$ cat src/include/adc_seq_defines.svh
`ifndef ADC_SEQ_DEFINES_SVH
`define ADC_SEQ_DEFINES_SVH

`define ADC_SAMPLE_CYCLES 4'h4
`define ADC_TOTAL_CYCLES 4'hf
`define ADC_SAR_FIRST 12'h800
`define ADC_SRC_EXT_A 4'h0
`define ADC_SRC_EXT_B 4'h4
`define ADC_REF_AMP 2'h1
`define ADC_FMT_LEFT 1'h0
`endif

$ cat src/include/adc_seq_pkg.sv
package adc_seq_pkg;
   typedef enum logic [2:0] {
      ST_IDLE = 3'h1,
      ST_SAMPLE = 3'h2,
      ST_CONVERT = 3'h4
   } seq_state_t;

   typedef struct packed {
      seq_state_t state;
      logic [3:0] count;
      logic [11:0] sar;
      logic startHigh;
      logic irqFlag;
      logic [7:0] resHigh;
      logic [7:0] resLow;
   } seq_regs_t;

   typedef struct packed {
      logic [6:0] cnt;
   } div_regs_t;
endpackage

$ cat src/hw/adc_clock_divider.sv
`timescale 1ns/1ns
module adc_clock_divider (
   input wire logic clk,
   input wire logic rst,
   input wire logic clkEn,
   input wire logic restart,
   input wire logic [2:0] divSel,
   output logic tick
);
   adc_seq_pkg::div_regs_t r_r;
   adc_seq_pkg::div_regs_t r_nxt;
   logic [6:0] mask;

   // ----------------------------------------
   // power-of-two divider, tick on last count
   // ----------------------------------------
   always_comb begin
      mask = 7'((8'h01 << divSel) - 8'h01);
      tick = (r_r.cnt & mask) == mask;
      r_nxt = r_r;
      if (restart) begin
         r_nxt.cnt = 7'h00;
      end else begin
         r_nxt.cnt = r_r.cnt + 7'h01;
      end
   end

   always_ff @(posedge clk) begin
      if (rst) begin
         r_r <= '0;
      end else if (clkEn) begin
         r_r <= r_nxt;
      end
   end
endmodule

$ cat src/hw/adc_conversion_sequencer.sv
`timescale 1ns/1ns
`include "adc_seq_defines.svh"
module adc_conversion_sequencer (
   input wire logic clk,
   input wire logic rst,
   input wire logic clkEn,
   input wire logic adcPowerEnable,
   input wire logic startBit,
   input wire logic [2:0] clockDivideSelect,
   input wire logic [3:0] inputSourceSelect,
   input wire logic [3:0] channelSelect,
   input wire logic resultFormatSelect,
   input wire logic [1:0] referenceSelect,
   input wire logic globalIrqEnable,
   input wire logic adcIrqEnable,
   input wire logic adcIrqFlagClear,
   input wire logic comparatorHigh,
   output logic analogPowerOn,
   output logic samplingActive,
   output logic [11:0] sarTrial,
   output logic externalChannelEnable,
   output logic [3:0] externalChannel,
   output logic [3:0] internalSelect,
   output logic groundSelect,
   output logic [1:0] referenceSource,
   output logic ampReferenceActive,
   output logic conversionBusyFlag,
   output logic [7:0] resultHighByte,
   output logic [7:0] resultLowByte,
   output logic adcIrqFlag,
   output logic adcIrqRequest
);
   adc_seq_pkg::seq_regs_t r_r;
   adc_seq_pkg::seq_regs_t r_nxt;
   logic tick;
   logic trigger;
   logic done;
   logic idle;
   logic isExt;
   logic isGnd;
   logic [3:0] bitIdx;
   logic [11:0] code;

   // ----------------------------------------
   // converter clock
   // ----------------------------------------
   // divider restarts on every trigger so conversion length is exact
   adc_clock_divider u_div (
      .clk(clk),
      .rst(rst),
      .clkEn(clkEn),
      .restart(trigger || idle),
      .divSel(clockDivideSelect),
      .tick(tick)
   );

   // ----------------------------------------
   // input, reference and power routing
   // ----------------------------------------
   always_comb begin
      isExt = inputSourceSelect == `ADC_SRC_EXT_A || inputSourceSelect == `ADC_SRC_EXT_B
         || inputSourceSelect[3:2] == 2'h3;
      isGnd = inputSourceSelect[3:2] == 2'h2;
      externalChannelEnable = adcPowerEnable && isExt;
      externalChannel = isExt ? channelSelect : 4'h0;
      // internal signal replaces the pin, which is then cut off
      internalSelect = (!isExt && !isGnd) ? inputSourceSelect : 4'h0;
      groundSelect = isGnd;
      referenceSource = referenceSelect;
      ampReferenceActive = referenceSelect == `ADC_REF_AMP;
      analogPowerOn = adcPowerEnable;
   end

   // ----------------------------------------
   // sequencer
   // ----------------------------------------
   always_comb begin
      idle = r_r.state == adc_seq_pkg::ST_IDLE;
      // falling edge of a start bit already seen high
      trigger = adcPowerEnable && r_r.startHigh && !startBit;
      done = adcPowerEnable && !trigger && tick && r_r.state == adc_seq_pkg::ST_CONVERT
         && r_r.count == `ADC_TOTAL_CYCLES;
      bitIdx = `ADC_TOTAL_CYCLES - r_r.count;
      r_nxt = r_r;
      r_nxt.startHigh = adcPowerEnable && startBit;
      if (!adcPowerEnable) begin
         r_nxt.state = adc_seq_pkg::ST_IDLE;
         r_nxt.count = 4'h0;
      end else if (trigger) begin
         r_nxt.state = adc_seq_pkg::ST_SAMPLE;
         r_nxt.count = 4'h0;
         r_nxt.sar = 12'h000;
      end else if (tick) begin
         case (r_r.state)
            adc_seq_pkg::ST_SAMPLE: begin
               r_nxt.count = r_r.count + 4'h1;
               if (r_r.count == `ADC_SAMPLE_CYCLES - 4'h1) begin
                  r_nxt.state = adc_seq_pkg::ST_CONVERT;
                  r_nxt.sar = `ADC_SAR_FIRST;
               end
            end
            adc_seq_pkg::ST_CONVERT: begin
               // one bit decided per converter clock, msb first
               r_nxt.count = r_r.count + 4'h1;
               r_nxt.sar[bitIdx] = comparatorHigh;
               if (bitIdx != 4'h0) begin
                  r_nxt.sar[bitIdx - 4'h1] = 1'b1;
               end
               if (r_r.count == `ADC_TOTAL_CYCLES) begin
                  r_nxt.state = adc_seq_pkg::ST_IDLE;
                  r_nxt.count = 4'h0;
               end
            end
            default: begin
               r_nxt.count = 4'h0;
            end
         endcase
      end
      code = r_nxt.sar;
      // result bytes only move at completion
      if (done) begin
         if (resultFormatSelect == `ADC_FMT_LEFT) begin
            r_nxt.resHigh = code[11:4];
            r_nxt.resLow = {code[3:0], 4'h0};
         end else begin
            r_nxt.resHigh = {4'h0, code[11:8]};
            r_nxt.resLow = code[7:0];
         end
      end
      // a completion in the clearing cycle wins over the clear
      if (done) begin
         r_nxt.irqFlag = 1'b1;
      end else if (adcIrqFlagClear) begin
         r_nxt.irqFlag = 1'b0;
      end
   end

   always_ff @(posedge clk) begin
      if (rst) begin
         r_r <= '{state: adc_seq_pkg::ST_IDLE, count: 4'h0, sar: 12'h000, startHigh: 1'b0,
            irqFlag: 1'b0, resHigh: 8'h00, resLow: 8'h00};
      end else if (clkEn) begin
         r_r <= r_nxt;
      end
   end

   // ----------------------------------------
   // outputs
   // ----------------------------------------
   always_comb begin
      conversionBusyFlag = !idle;
      samplingActive = adcPowerEnable && r_r.state == adc_seq_pkg::ST_SAMPLE;
      sarTrial = r_r.sar;
      resultHighByte = r_r.resHigh;
      resultLowByte = r_r.resLow;
      adcIrqFlag = r_r.irqFlag;
      adcIrqRequest = r_r.irqFlag && globalIrqEnable && adcIrqEnable;
   end

   // ----------------------------------------
   // assertions
   // ----------------------------------------
   logic [11:0] busyLen;
   logic [2:0] divAtStart;

   // helper: busy length measured from the trigger
   always_ff @(posedge clk) begin
      if (rst) begin
         busyLen <= 12'h000;
         divAtStart <= 3'h0;
      end else if (clkEn) begin
         if (trigger) begin
            busyLen <= 12'h000;
            divAtStart <= clockDivideSelect;
         end else if (!idle) begin
            busyLen <= busyLen + 12'h001;
         end
      end
   end
endmodule

$ cat config.mk
export PLATFORM = sky130hd
export DESIGN_NAME = adc_conversion_sequencer
export DESIGN_NICKNAME = d
export VERILOG_FILES = /design/src/include/adc_seq_pkg.sv /design/src/hw/adc_clock_divider.sv /design/src/hw/adc_conversion_sequencer.sv
export VERILOG_INCLUDE_DIRS = /design/src /design/src/include
export SDC_FILE = /design/constraint.sdc
export NUM_CORES = 1
export LEC_CHECK = 0
export BUFFER_PORTS_ARGS = -buffer_cell sky130_fd_sc_hd__buf_2
export CORE_UTILIZATION = 30
export CTS_BUF_LIST = sky130_fd_sc_hd__clkbuf_16
export CTS_CLUSTER_SIZE = 16
export DETAILED_ROUTE_END_ITERATION = 10
export PLACE_DENSITY = 0.52
export SETUP_SLACK_MARGIN = 0.4
export SLEW_MARGIN = 20
export SYNTH_ARGS = -nofsm -noshare
export SYNTH_HDL_FRONTEND = slang
export SYNTH_SLANG_ARGS = --single-unit
$ cat constraint.sdc
create_clock -name clk -period 4.6 [get_ports clk]
set_input_delay 0.69 -clock clk [delete_from_list [all_inputs] [get_ports clk]]
set_output_delay 0.69 -clock clk [all_outputs]
set_load 0.01 [all_outputs]
Yosys cells after proc, flatten, opt, wreduce, memory -nomap -nowiden
Index checks and enable logic that the tools add are counted.
Cells by class
  bitwise operators: 2
  divide/modulo/power cells: 0
  multiplexer cells: 22
  shift operators: 1
  add/subtract/negate cells: 5
  multiply operators: 0
  eq/ne operators: 14
  order comparisons: 4
  reductions and logical operators: 29
Operators with widths (number)
  $mux W19: 2
  $mux W12: 3
  $pmux W12 S2: 1
  $mux W7: 3
  $mux W16: 1
  $logic_and A1 B1 Y1: 14
  $bwmux W12: 1
  $or A12 B12 Y12: 1
  $lt A4 B5 Y1 const B: 2
  $demux W1 S4: 2
  $ge A4 B1 Y1 const B: 2
  $mux W4: 2
  $pmux W4 S2: 1
  $add A7 B1 Y7 const B: 1
  $and A7 B7 Y7: 1
  $eq A7 B7 Y1: 1
  $shl A1 B3 Y7 const A: 1
  $sub A7 B1 Y7 const B: 1
  $pmux W3 S2: 1
  $reduce_and A2 Y1: 3
  $logic_not A1 Y1: 5
  $reduce_and A5 Y1: 1
  $add A4 B1 Y4 const B: 1
  $eq A2 B2 Y1 const B: 2
  other kinds (19): 24
Storage, ports and cells
  bits of input ports: 23
  logic and storage cells: 85
  bits in registers: 44
  memory bits (writable): 0
  memories kept: 0
  bits in latches: 0
  memory bits (read-only): 0
  output and inout port bits: 46

Logic depth before layout (Yosys ltp)
Gate-level depths: netlist of run 1.
  depth after elaboration: 13
  gate-level depth with buffers: 10

Modules after synthesis
A second synthesis of run 1 with hierarchy kept.
Second synthesis, totals
  cells, all modules: 426
  area total of the unflattened synthesis: 3298.2 µm²
Modules (own cells, without submodules)
  adc_conversion_sequencer: cells each 385, area each 2941.6 µm², times used 1, sequential area each 740.7 µm²
  adc_clock_divider: cells each 41, area each 356.6 µm², times used 1, sequential area each 140.1 µm²

Worst setup path before layout of run 1
No wires, ideal clock.
  path kind: in2reg
  start: input port adcPowerEnable
  end: register r_r, in the netlist resultLowByte[5]
  setup slack: 2.245 ns
  arrival: 2.235 ns
  stages: 9
  data required time: 4.480 ns
  path buffers: 3
  path through: buf_2 nand2b_4 nor3_4 and4_1 buf_2 nand3_1 buf_2 and3_1 a211o_1
On the way
  word-level cells in the longest chain between the ends: 8
  elaborated cells between the ends (all ways): 11
  classes of those cells: 3 x mux; 8 x reduce/logical
Ends and longest elaborated chain
  from (decl): line adc_conversion_sequencer.sv:7  | input wire logic adcPowerEnable,
  $logic_and A1 B1 Y1 (2 in a row): line adc_conversion_sequencer.sv:80  | trigger = adcPowerEnable && r_r.startHigh && !startBit;
  $logic_not A1 Y1: line adc_conversion_sequencer.sv:81  | done = adcPowerEnable && !trigger && tick && r_r.state == adc_seq_pkg::ST_CONVERT
  $logic_and A1 B1 Y1 (3 in a row): line adc_conversion_sequencer.sv:81
  $logic_and A1 B1 Y1 (no source line)
  $reduce_and A2 Y1 (no source line)
  to (signal assigned): line adc_conversion_sequencer.sv:140  | r_r <= '{state: adc_seq_pkg::ST_IDLE, count: 4'h0, sar: 12'h000, startHigh: 1'b0,
  to (signal assigned): line adc_conversion_sequencer.sv:143  | r_r <= r_nxt;
  to (decl): line adc_conversion_sequencer.sv:33  | adc_seq_pkg::seq_regs_t r_r;
Parallel ways exist; a longest one is shown, timed or not.
A chain may end at the register's enable or synchronous reset.

Final worst setup path of run 1
  start: register r_r[30] (netlist bit)
  end: register r_r, in the netlist resultHighByte[1]
On the way
  word-level cells in the longest chain between the ends: 13
  elaborated cells between the ends (all ways): 26
  classes of those cells: 2 x add/sub; 4 x order compare; 2 x eq/ne; 12 x mux; 1 x bitwise; 5 x reduce/logical
Ends and longest elaborated chain
  $sub A4 B4 Y4 (no source line)
  $sub A4 B1 Y4 (tied with other cells): line adc_conversion_sequencer.sv:107  | r_nxt.sar[bitIdx - 4'h1] = 1'b1;
  $lt A4 B5 Y1 (implied by the code) (tied with other cells): line adc_conversion_sequencer.sv:107
  $logic_and A1 B1 Y1 (implied by the code) or $mux W1 (tied branches): line adc_conversion_sequencer.sv:107, adc_conversion_sequencer.sv:105
  $mux W1 (implied by the code) or $demux W1 S4 (tied branches): line adc_conversion_sequencer.sv:107, adc_conversion_sequencer.sv:105
  $demux W1 S4 or $bwmux W12 (tied branches): line adc_conversion_sequencer.sv:107, adc_conversion_sequencer.sv:105
  $or A12 B12 Y12 (no source line)
  $mux W12: line adc_conversion_sequencer.sv:106  | if (bitIdx != 4'h0) begin
  $pmux W12 S2: line adc_conversion_sequencer.sv:94  | case (r_r.state)
  $mux W19: line adc_conversion_sequencer.sv:93  | end else if (tick) begin
  $mux W19: line adc_conversion_sequencer.sv:89  | end else if (trigger) begin
  $mux W12: line adc_conversion_sequencer.sv:86  | if (!adcPowerEnable) begin
  $mux W16: line adc_conversion_sequencer.sv:122  | if (resultFormatSelect == `ADC_FMT_LEFT) begin
Parallel ways exist; a longest one is shown, timed or not. The select of a mux whose other input is x is not followed.

==> out/metrics.csv, run 1 <==
metric,value,unit
status,"complete, no violations",
wire per inst,16.5,um
Die Wd,106,um
CTS resizes,0,
routed vias,3246,
hpwl dp,7020,um
post-synthesis mux area share,0.926,%
max-cap violation count,0,
Setup Viol. Count Final,0,
dpl cells,572,
PwrDens,229,nW/um^2
Inserted Clock Buffers,5,
antenna-violating nets left,0,
fin util,34.0,%
Tot Pwr,0.810,mW
XOR/XNOR Fraction of Synth Area,1.62,%
"EDFF count, synth",0,
RSZ-0062 raised after global routing,false,
Leak,1.42,nW
synthesized area per cell,7.60,sq um
clk slew on worst S/H paths,0.06,ns
initial antenna violation count,0,
Worst setup SP type,register,
first-pass GRT wire length,15500,um
P&R area growth vs syn,9.26,%
Main synth FF type,dfxtp_1,
die area,11200,sq um
Ports,69,
Post-Syn Instances,427,
Synth Area in Compound Gates,27.9,%
fill count,1120,
Core ar.,10400,sq um
"Cell Area, Placed",3400,sq um
GRT Util Overall,17.0,%
min cycle time layout,2.91,ns
Fmax,0.343,GHz
clock group share of total power,42.6,%
Clock Sinks,44,
CP arrival,3.09,ns
cts hold-fix bufs,0,
first-iteration detailed-routing DRC count,352,
Layout Nets,475,
DRC viols,0,
Sw Share,25.1,%
Seq cells post-synth,44,
Place WS,1.72,ns
clk_lat worst skew,0.28,ns
Final Skew,0.00300,ns
Crit path required time,4.77,ns
Setup crit end kind,register,
CTS Buffer Depth,2,
Layout Cell Area excl Fill,3540,sq um
Detailed Routing Iterations Pass 1,5,
# Post-CTS Setup Buffers,0,
critical path peak fanout,11,
worst vdd ir,0.124,mV
main combinational cell family by area after synthesis,compound AO/OA/AOI/OAI gates,
area of the multi-input gates,1970,sq um
Final GP Congestion,0.884,
starting density of the core,31.1,%
worst hold path class,reg -> reg,
largest net degree at the start of global routing,32,
register area share after synthesis,27.2,%
Overflow after GRT,0,
"Hold Vio Cnt, Final",0,
antenna cells,0,
adder-cell area share of the yosys netlist,3.47,%
root buffer cell,clkbuf_16,
drt via density,5.60,
P_sw,0.203,mW
syn_nets,459,
"FFs w/ async S/R, synth",0,%
Hold Slack,0.448,ns
worst-margin pin slew,0.827,ns
final worst-path cycle share,63.4,%
Synth Area in Simple Gates,26.8,%
final slew viol count,0,
Unique masters post-synth,62,
Pint,0.606,mW
Post-Route WL,9550,um
FF/Latch Area,881,sq um
Setup Total Neg Slack,0,ns
top post-synthesis cells by area,"dfxtp_1, buf_4, a21oi_1, nand3_1, nand2_1",
Slew HR,44.8,%
fin cells,580,
"crit path setup slack, layout",1.69,ns
Synth top area share,27.2,%
share of cells above drive strength 1,18.9,%
CTS H-tree lvls,2,
post-synth top area cell,dfxtp_1,
Synth Warn #,0,
sequential share of power,47.9,%
worst setup path category,reg -> reg,
DIE HEIGHT,106,um
std cell rows,37,
Mapped Area,3240,sq um
CTS tree,built,
Port-buffer cells,67,
vias in the first global route,2991,
Logic pwr share,9.4,%
==> power by group through the flow <==
| stage | clock network (mW) | registers [mW] | logic [mW] |
|---|---|---|---|
| after floorplan | 0 | 0.394 | 0.0516 |
| after global placement | 0 | 0.396 | 0.0747 |
| after detailed placement | 0 | 0.397 | 0.0758 |
| after CTS | 0.350 | 0.388 | 0.0763 |
| after global routing | 0.367 | 0.388 | 0.0839 |
| final | 0.345 | 0.388 | 0.0764 |
==> cells by family (layout without fill, tap and decap cells) <==
group,Yosys count,after routing
xor gates and xnor gates,6,6
muxes,3,3
and+or+nand+nor,163,163
AOI/OAI and AO/OA,132,132
buffers and inverters,69,86
other,1,1
DFF,44,44
adders and majority gates,9,9
==> flip-flops by register name (all words and copies together) (netlist names) <==
name	count
adcIrqFlag	1
r_r	8
resultHighByte	8
resultLowByte	8
sarTrial	12
u_div.r_r	7
==> path summary, 6_finish.rpt <==
kind	start	endpoint	slack, ns	depth (start not counted)
worst max-delay path	r_r[30]$_SDFFE_PP0P_	resultHighByte[1]$_SDFFE_PP0P_	1.69	7
worst min-delay path	resultLowByte[2]$_SDFFE_PP0P_	resultLowByte[2]$_SDFFE_PP0P_	0.45	2
worst max register to register	r_r[30]$_SDFFE_PP0P_	resultHighByte[1]$_SDFFE_PP0P_	1.69	7
worst min register to register	resultLowByte[2]$_SDFFE_PP0P_	resultLowByte[2]$_SDFFE_PP0P_	0.45	2
==> worst max-delay path, cell delays in order, from the launching register on <==
cell     delay (ns)
dfxtp_1        0.54
ha_1           0.44
or3b_1         0.42
o21ai_0        0.15
and4_1         0.41
a21oi_2        0.18
a211o_1        0.35
a221o_1        0.30
==> synthesized netlist by cell type, types with 3 or more instances <==
library cell,number
dfxtp_1,44
nand2_1,37
a21oi_1,35
buf_4,33
nand3_1,29
nor2_1,26
o21ai_0,23
clkbuf_1,19
nor2b_1,17
and3_1,12
inv_1,10
ha_1,9
nand4_1,8
a32oi_1,7
nor3_1,7
o31ai_1,7
a211o_1,6
buf_2,6
a21o_1,5
nand2b_1,5
o211ai_1,5
o311a_1,5
xor2_1,5
a211oi_1,4
a31oi_1,4
o221ai_1,4
or3_1,4
a32o_1,3
mux2i_1,3
nor3b_1,3
==> routing by layer <==
| metal | up-vias | part of all wire [%] | global-route usage (%) |
|---|---|---|---|
| li1 | 1574 | - | - |
| met1 | 1531 | 49 | 24.0 |
| met2 | 130 | 45 | 27.4 |
| met3 | 11 | 5.5 | 2.39 |
| met4 | 0 | 0.94 | 3.37 |
| met5 | - | 0 | 0 |
==> cell usage in the layout (no fill, tap or decap), types with 3 or more instances in the layout <==
cell       Yosys  routed
a21o_1         5       5
nand2b_1       5       5
buf_2          6      67
a32o_1         3       3
a32oi_1        7       7
a211oi_1       4       4
or3_1          4       4
nor3_1         7       7
nand4_1        8       8
a31oi_1        4       4
xor2_1         5       5
o221ai_1       4       4
nor2b_1       17      17
o31ai_1        7       7
o21ai_0       23      23
nand3_1       29      29
and3_1        12      12
o211ai_1       5       5
clkbuf_16      0       5
mux2i_1        3       3
nor2_1        26      26
nor3b_1        3       3
a211o_1        6       6
ha_1           9       9
inv_1         10      11
a21oi_1       35      35
o311a_1        5       5
nand2_1       37      37
dfxtp_1       44      44
==> final cells by class <==
| cell class | instances | share of cell area, % |
|---|---|---|
| sequential | 44 | 24.9 |
| multi-input combinational | 314 | 55.6 |
| tap | 136 | 4.80 |
| clock inverter | 3 | 0.424 |
| clock buffer | 5 | 3.53 |
| timing repair buffer | 68 | 9.68 |
| inverter | 10 | 1.06 |
Power figures use the tool's default switching activity.
==> inputs of run 2 (changes only) <==
==> constraint.sdc (replaced) <==
create_clock -name clk -period 2.69 [get_ports clk]
set_input_delay 0.4035 -clock clk [delete_from_list [all_inputs] [get_ports clk]]
set_output_delay 0.4035 -clock clk [all_outputs]
set_load 0.01 [all_outputs]
==> out/metrics.csv, run 2 (synthesized netlist as in run 1, its figures left out) <==
metric,value,unit
Slew HR,62.0,%
"Cell Area, Placed",3510,sq um
P&R area growth vs syn,16.6,%
Sw Share,24.1,%
Setup Viol. Count Final,0,
fin util,36.3,%
CTS Buffer Depth,2,
GRT met1 Usage,24.2,%
busiest layer in global routing,met2,
"commonest non-fill, non-tap cells in the layout","buf_2, dfxtp_1, nand2_1",
hold path startpoint,adcIrqFlagClear,
first-iteration detailed-routing DRC count,243,
P_sw,0.361,mW
Final GP Congestion,0.827,
share of cells above drive strength 1,25.4,%
r2r setup slk,0.49,ns
r2r worst-path depth,9,
Inserted Clock Buffers,5,
worst setup path category,reg -> reg,
clk slew on worst S/H paths,0.07,ns
starting density of the core,31.1,%
root buffer cell,clkbuf_16,
critical path peak fanout,9,
routed vias,3314,
Worst R2R End,resultHighByte[1]$_SDFFE_PP0P_,
antenna-violating nets left,0,
Port-buffer cells,67,
Layout Nets,492,
Detailed Routing Iterations Pass 1,5,
"Hold Vio Cnt, Final",0,
CP max stage delay,0.33,ns
status,"complete, no violations",
"commonest non-fill, non-tap cell in the layout",buf_2,
final slew viol count,0,
Crit Reg-Reg Startpoint,r_r[31]$_SDFFE_PP0P_,
Post-Route WL,9880,um
die area,11200,sq um
clk_lat worst skew,0.29,ns
Fmax,0.454,GHz
GR Util met2,29.1,%
Clock Sinks,44,
worst hold path class,in -> reg,
worst vdd ir,0.213,mV
Ports,69,
DIE HEIGHT,106,um
RSZ-0062 raised after global routing,true,
final worst-path cycle share,81.8,%
sequential share of power,44.1,%
number of flip-flops in the largest register,12,
drt via density,5.55,
Core ar.,10400,sq um
Setup crit end kind,register,
CTS tree,built,
PwrDens,397,nW/um^2
Worst setup SP type,register,
CTS H-tree lvls,2,
clock group share of total power,46.7,%
fill count,1120,
Crit path required time,2.87,ns
Final Skew,0.00620,ns
initial antenna violation count,0,
worst-margin pin slew,0.564,ns
max-cap violation count,0,
std cell rows,37,
Setup Total Neg Slack,0,ns
wire per inst,16.5,um
largest net degree at the start of global routing,26,
antenna cells,0,
Overflow after GRT,0,
Pint,1.14,mW
GRT Util Overall,18.0,%
CP arrival,2.38,ns
Logic pwr share,9.2,%
DRC viols,0,
vias in the first global route,3150,
Leak,1.55,nW
met3 usage,2.64,%
"Cell Chain, Critical Path",buf_4 -> inv_1 -> ha_2 -> nor2b_1 -> or2_2 -> o22ai_2 -> a211oi_1 -> a211o_1 -> a221o_1,
hold endpoint,adcIrqFlag$_SDFFE_PP0P_,
first-pass GRT wire length,16100,um
Layout Cell Area excl Fill,3780,sq um
min cycle time layout,2.20,ns
hold depth,4,
Die Wd,106,um
"Slowest-stage cell, CP",dfxtp_1,
hpwl dp,7360,um
[run 2: cell count changes in the layout (fill, tap and decap cells not counted), moves of 2 or more]
cell,previous run,this run
nor2b_1,17,15
a32oi_1,7,5
nor2b_2,0,2
ha_2,0,2
dfxtp_1,44,41
dfxtp_2,0,2
a32oi_2,0,2
ha_1,9,7
buf_4,1,18
[run 2: worst max path at each step]
stage / from / endpoint / slack (ns)
2_1_floorplan: r_r[31]$_SDFFE_PP0P_ / resultHighByte[1]$_SDFFE_PP0P_ / 0.42
3_3_place_gp: r_r[30]$_SDFFE_PP0P_ / resultLowByte[5]$_SDFFE_PP0P_ / 0.28
3_5_place_dp: r_r[30]$_SDFFE_PP0P_ / resultLowByte[5]$_SDFFE_PP0P_ / 0.26
4_1_cts: r_r[31]$_SDFFE_PP0P_ / resultLowByte[5]$_SDFFE_PP0P_ / 0.40
5_1_grt: r_r[31]$_SDFFE_PP0P_ / resultHighByte[7]$_SDFFE_PP0P_ / 0.35
6_report: r_r[31]$_SDFFE_PP0P_ / resultHighByte[1]$_SDFFE_PP0P_ / 0.49
[run 2: timing repair]
| action | in CTS | in global routing |
|---|---|---|
| pin swaps | 0 | 3 |
| endpoints found under the hold margin | 0 | 0 |
| endpoints found under the setup margin | 13 | 22 |
| hold buffers | 0 | 0 |
| setup buffers | 0 | 3 |
| cloned | 0 | 0 |
| gates resized for setup | 6 | 14 |
[run 2: stage by stage]
stage	total power [mW]	cells	setup slack, ns	hold slack (ns)
floorplan	0.762	427	0.417	0.432
global placement	0.812	586	0.283	0.439
detailed placement	0.813	586	0.260	0.443
CTS	1.51	594	0.398	0.392
global route	1.56	597	0.346	0.405
finish	1.50	597	0.489	0.387
[run 2: routing by layer]
metal | share of wire, % | wire length, um
met5 | 0 | 0
met2 | 45 | 4490
met1 | 47 | 4650
met4 | 2.0 | 195
met3 | 5.5 | 542
[run 2: power groups by stage]
stage                     Sequential (mW)  Clock (mW)  Combinational, mW
after CTS                           0.662       0.713              0.136
after floorplan                     0.674           0             0.0882
after global placement              0.678           0              0.134
after detailed placement            0.678           0              0.136
final                               0.662       0.701              0.139
after global routing                0.663       0.743              0.153
[run 2: cell type report]
cell class,count,area (sq um),area share [%]
repair buffers,85,470,12.4
multi-input cells,314,2050,54.2
clock inverters,3,42.5,1.12
clock buffers,5,125,3.31
flip-flops and latches,44,887,23.5
well taps,136,170,4.50
inverters,10,37.5,0.992
[run 2: worst max-delay path: cells and delay by family, from the launching register on]
family          cells  cell delay (ns)
flops               1             0.33
buf+inv             2             0.26
fa+ha+maj           1             0.22
simple gates        2             0.43
compound gates      4             0.85
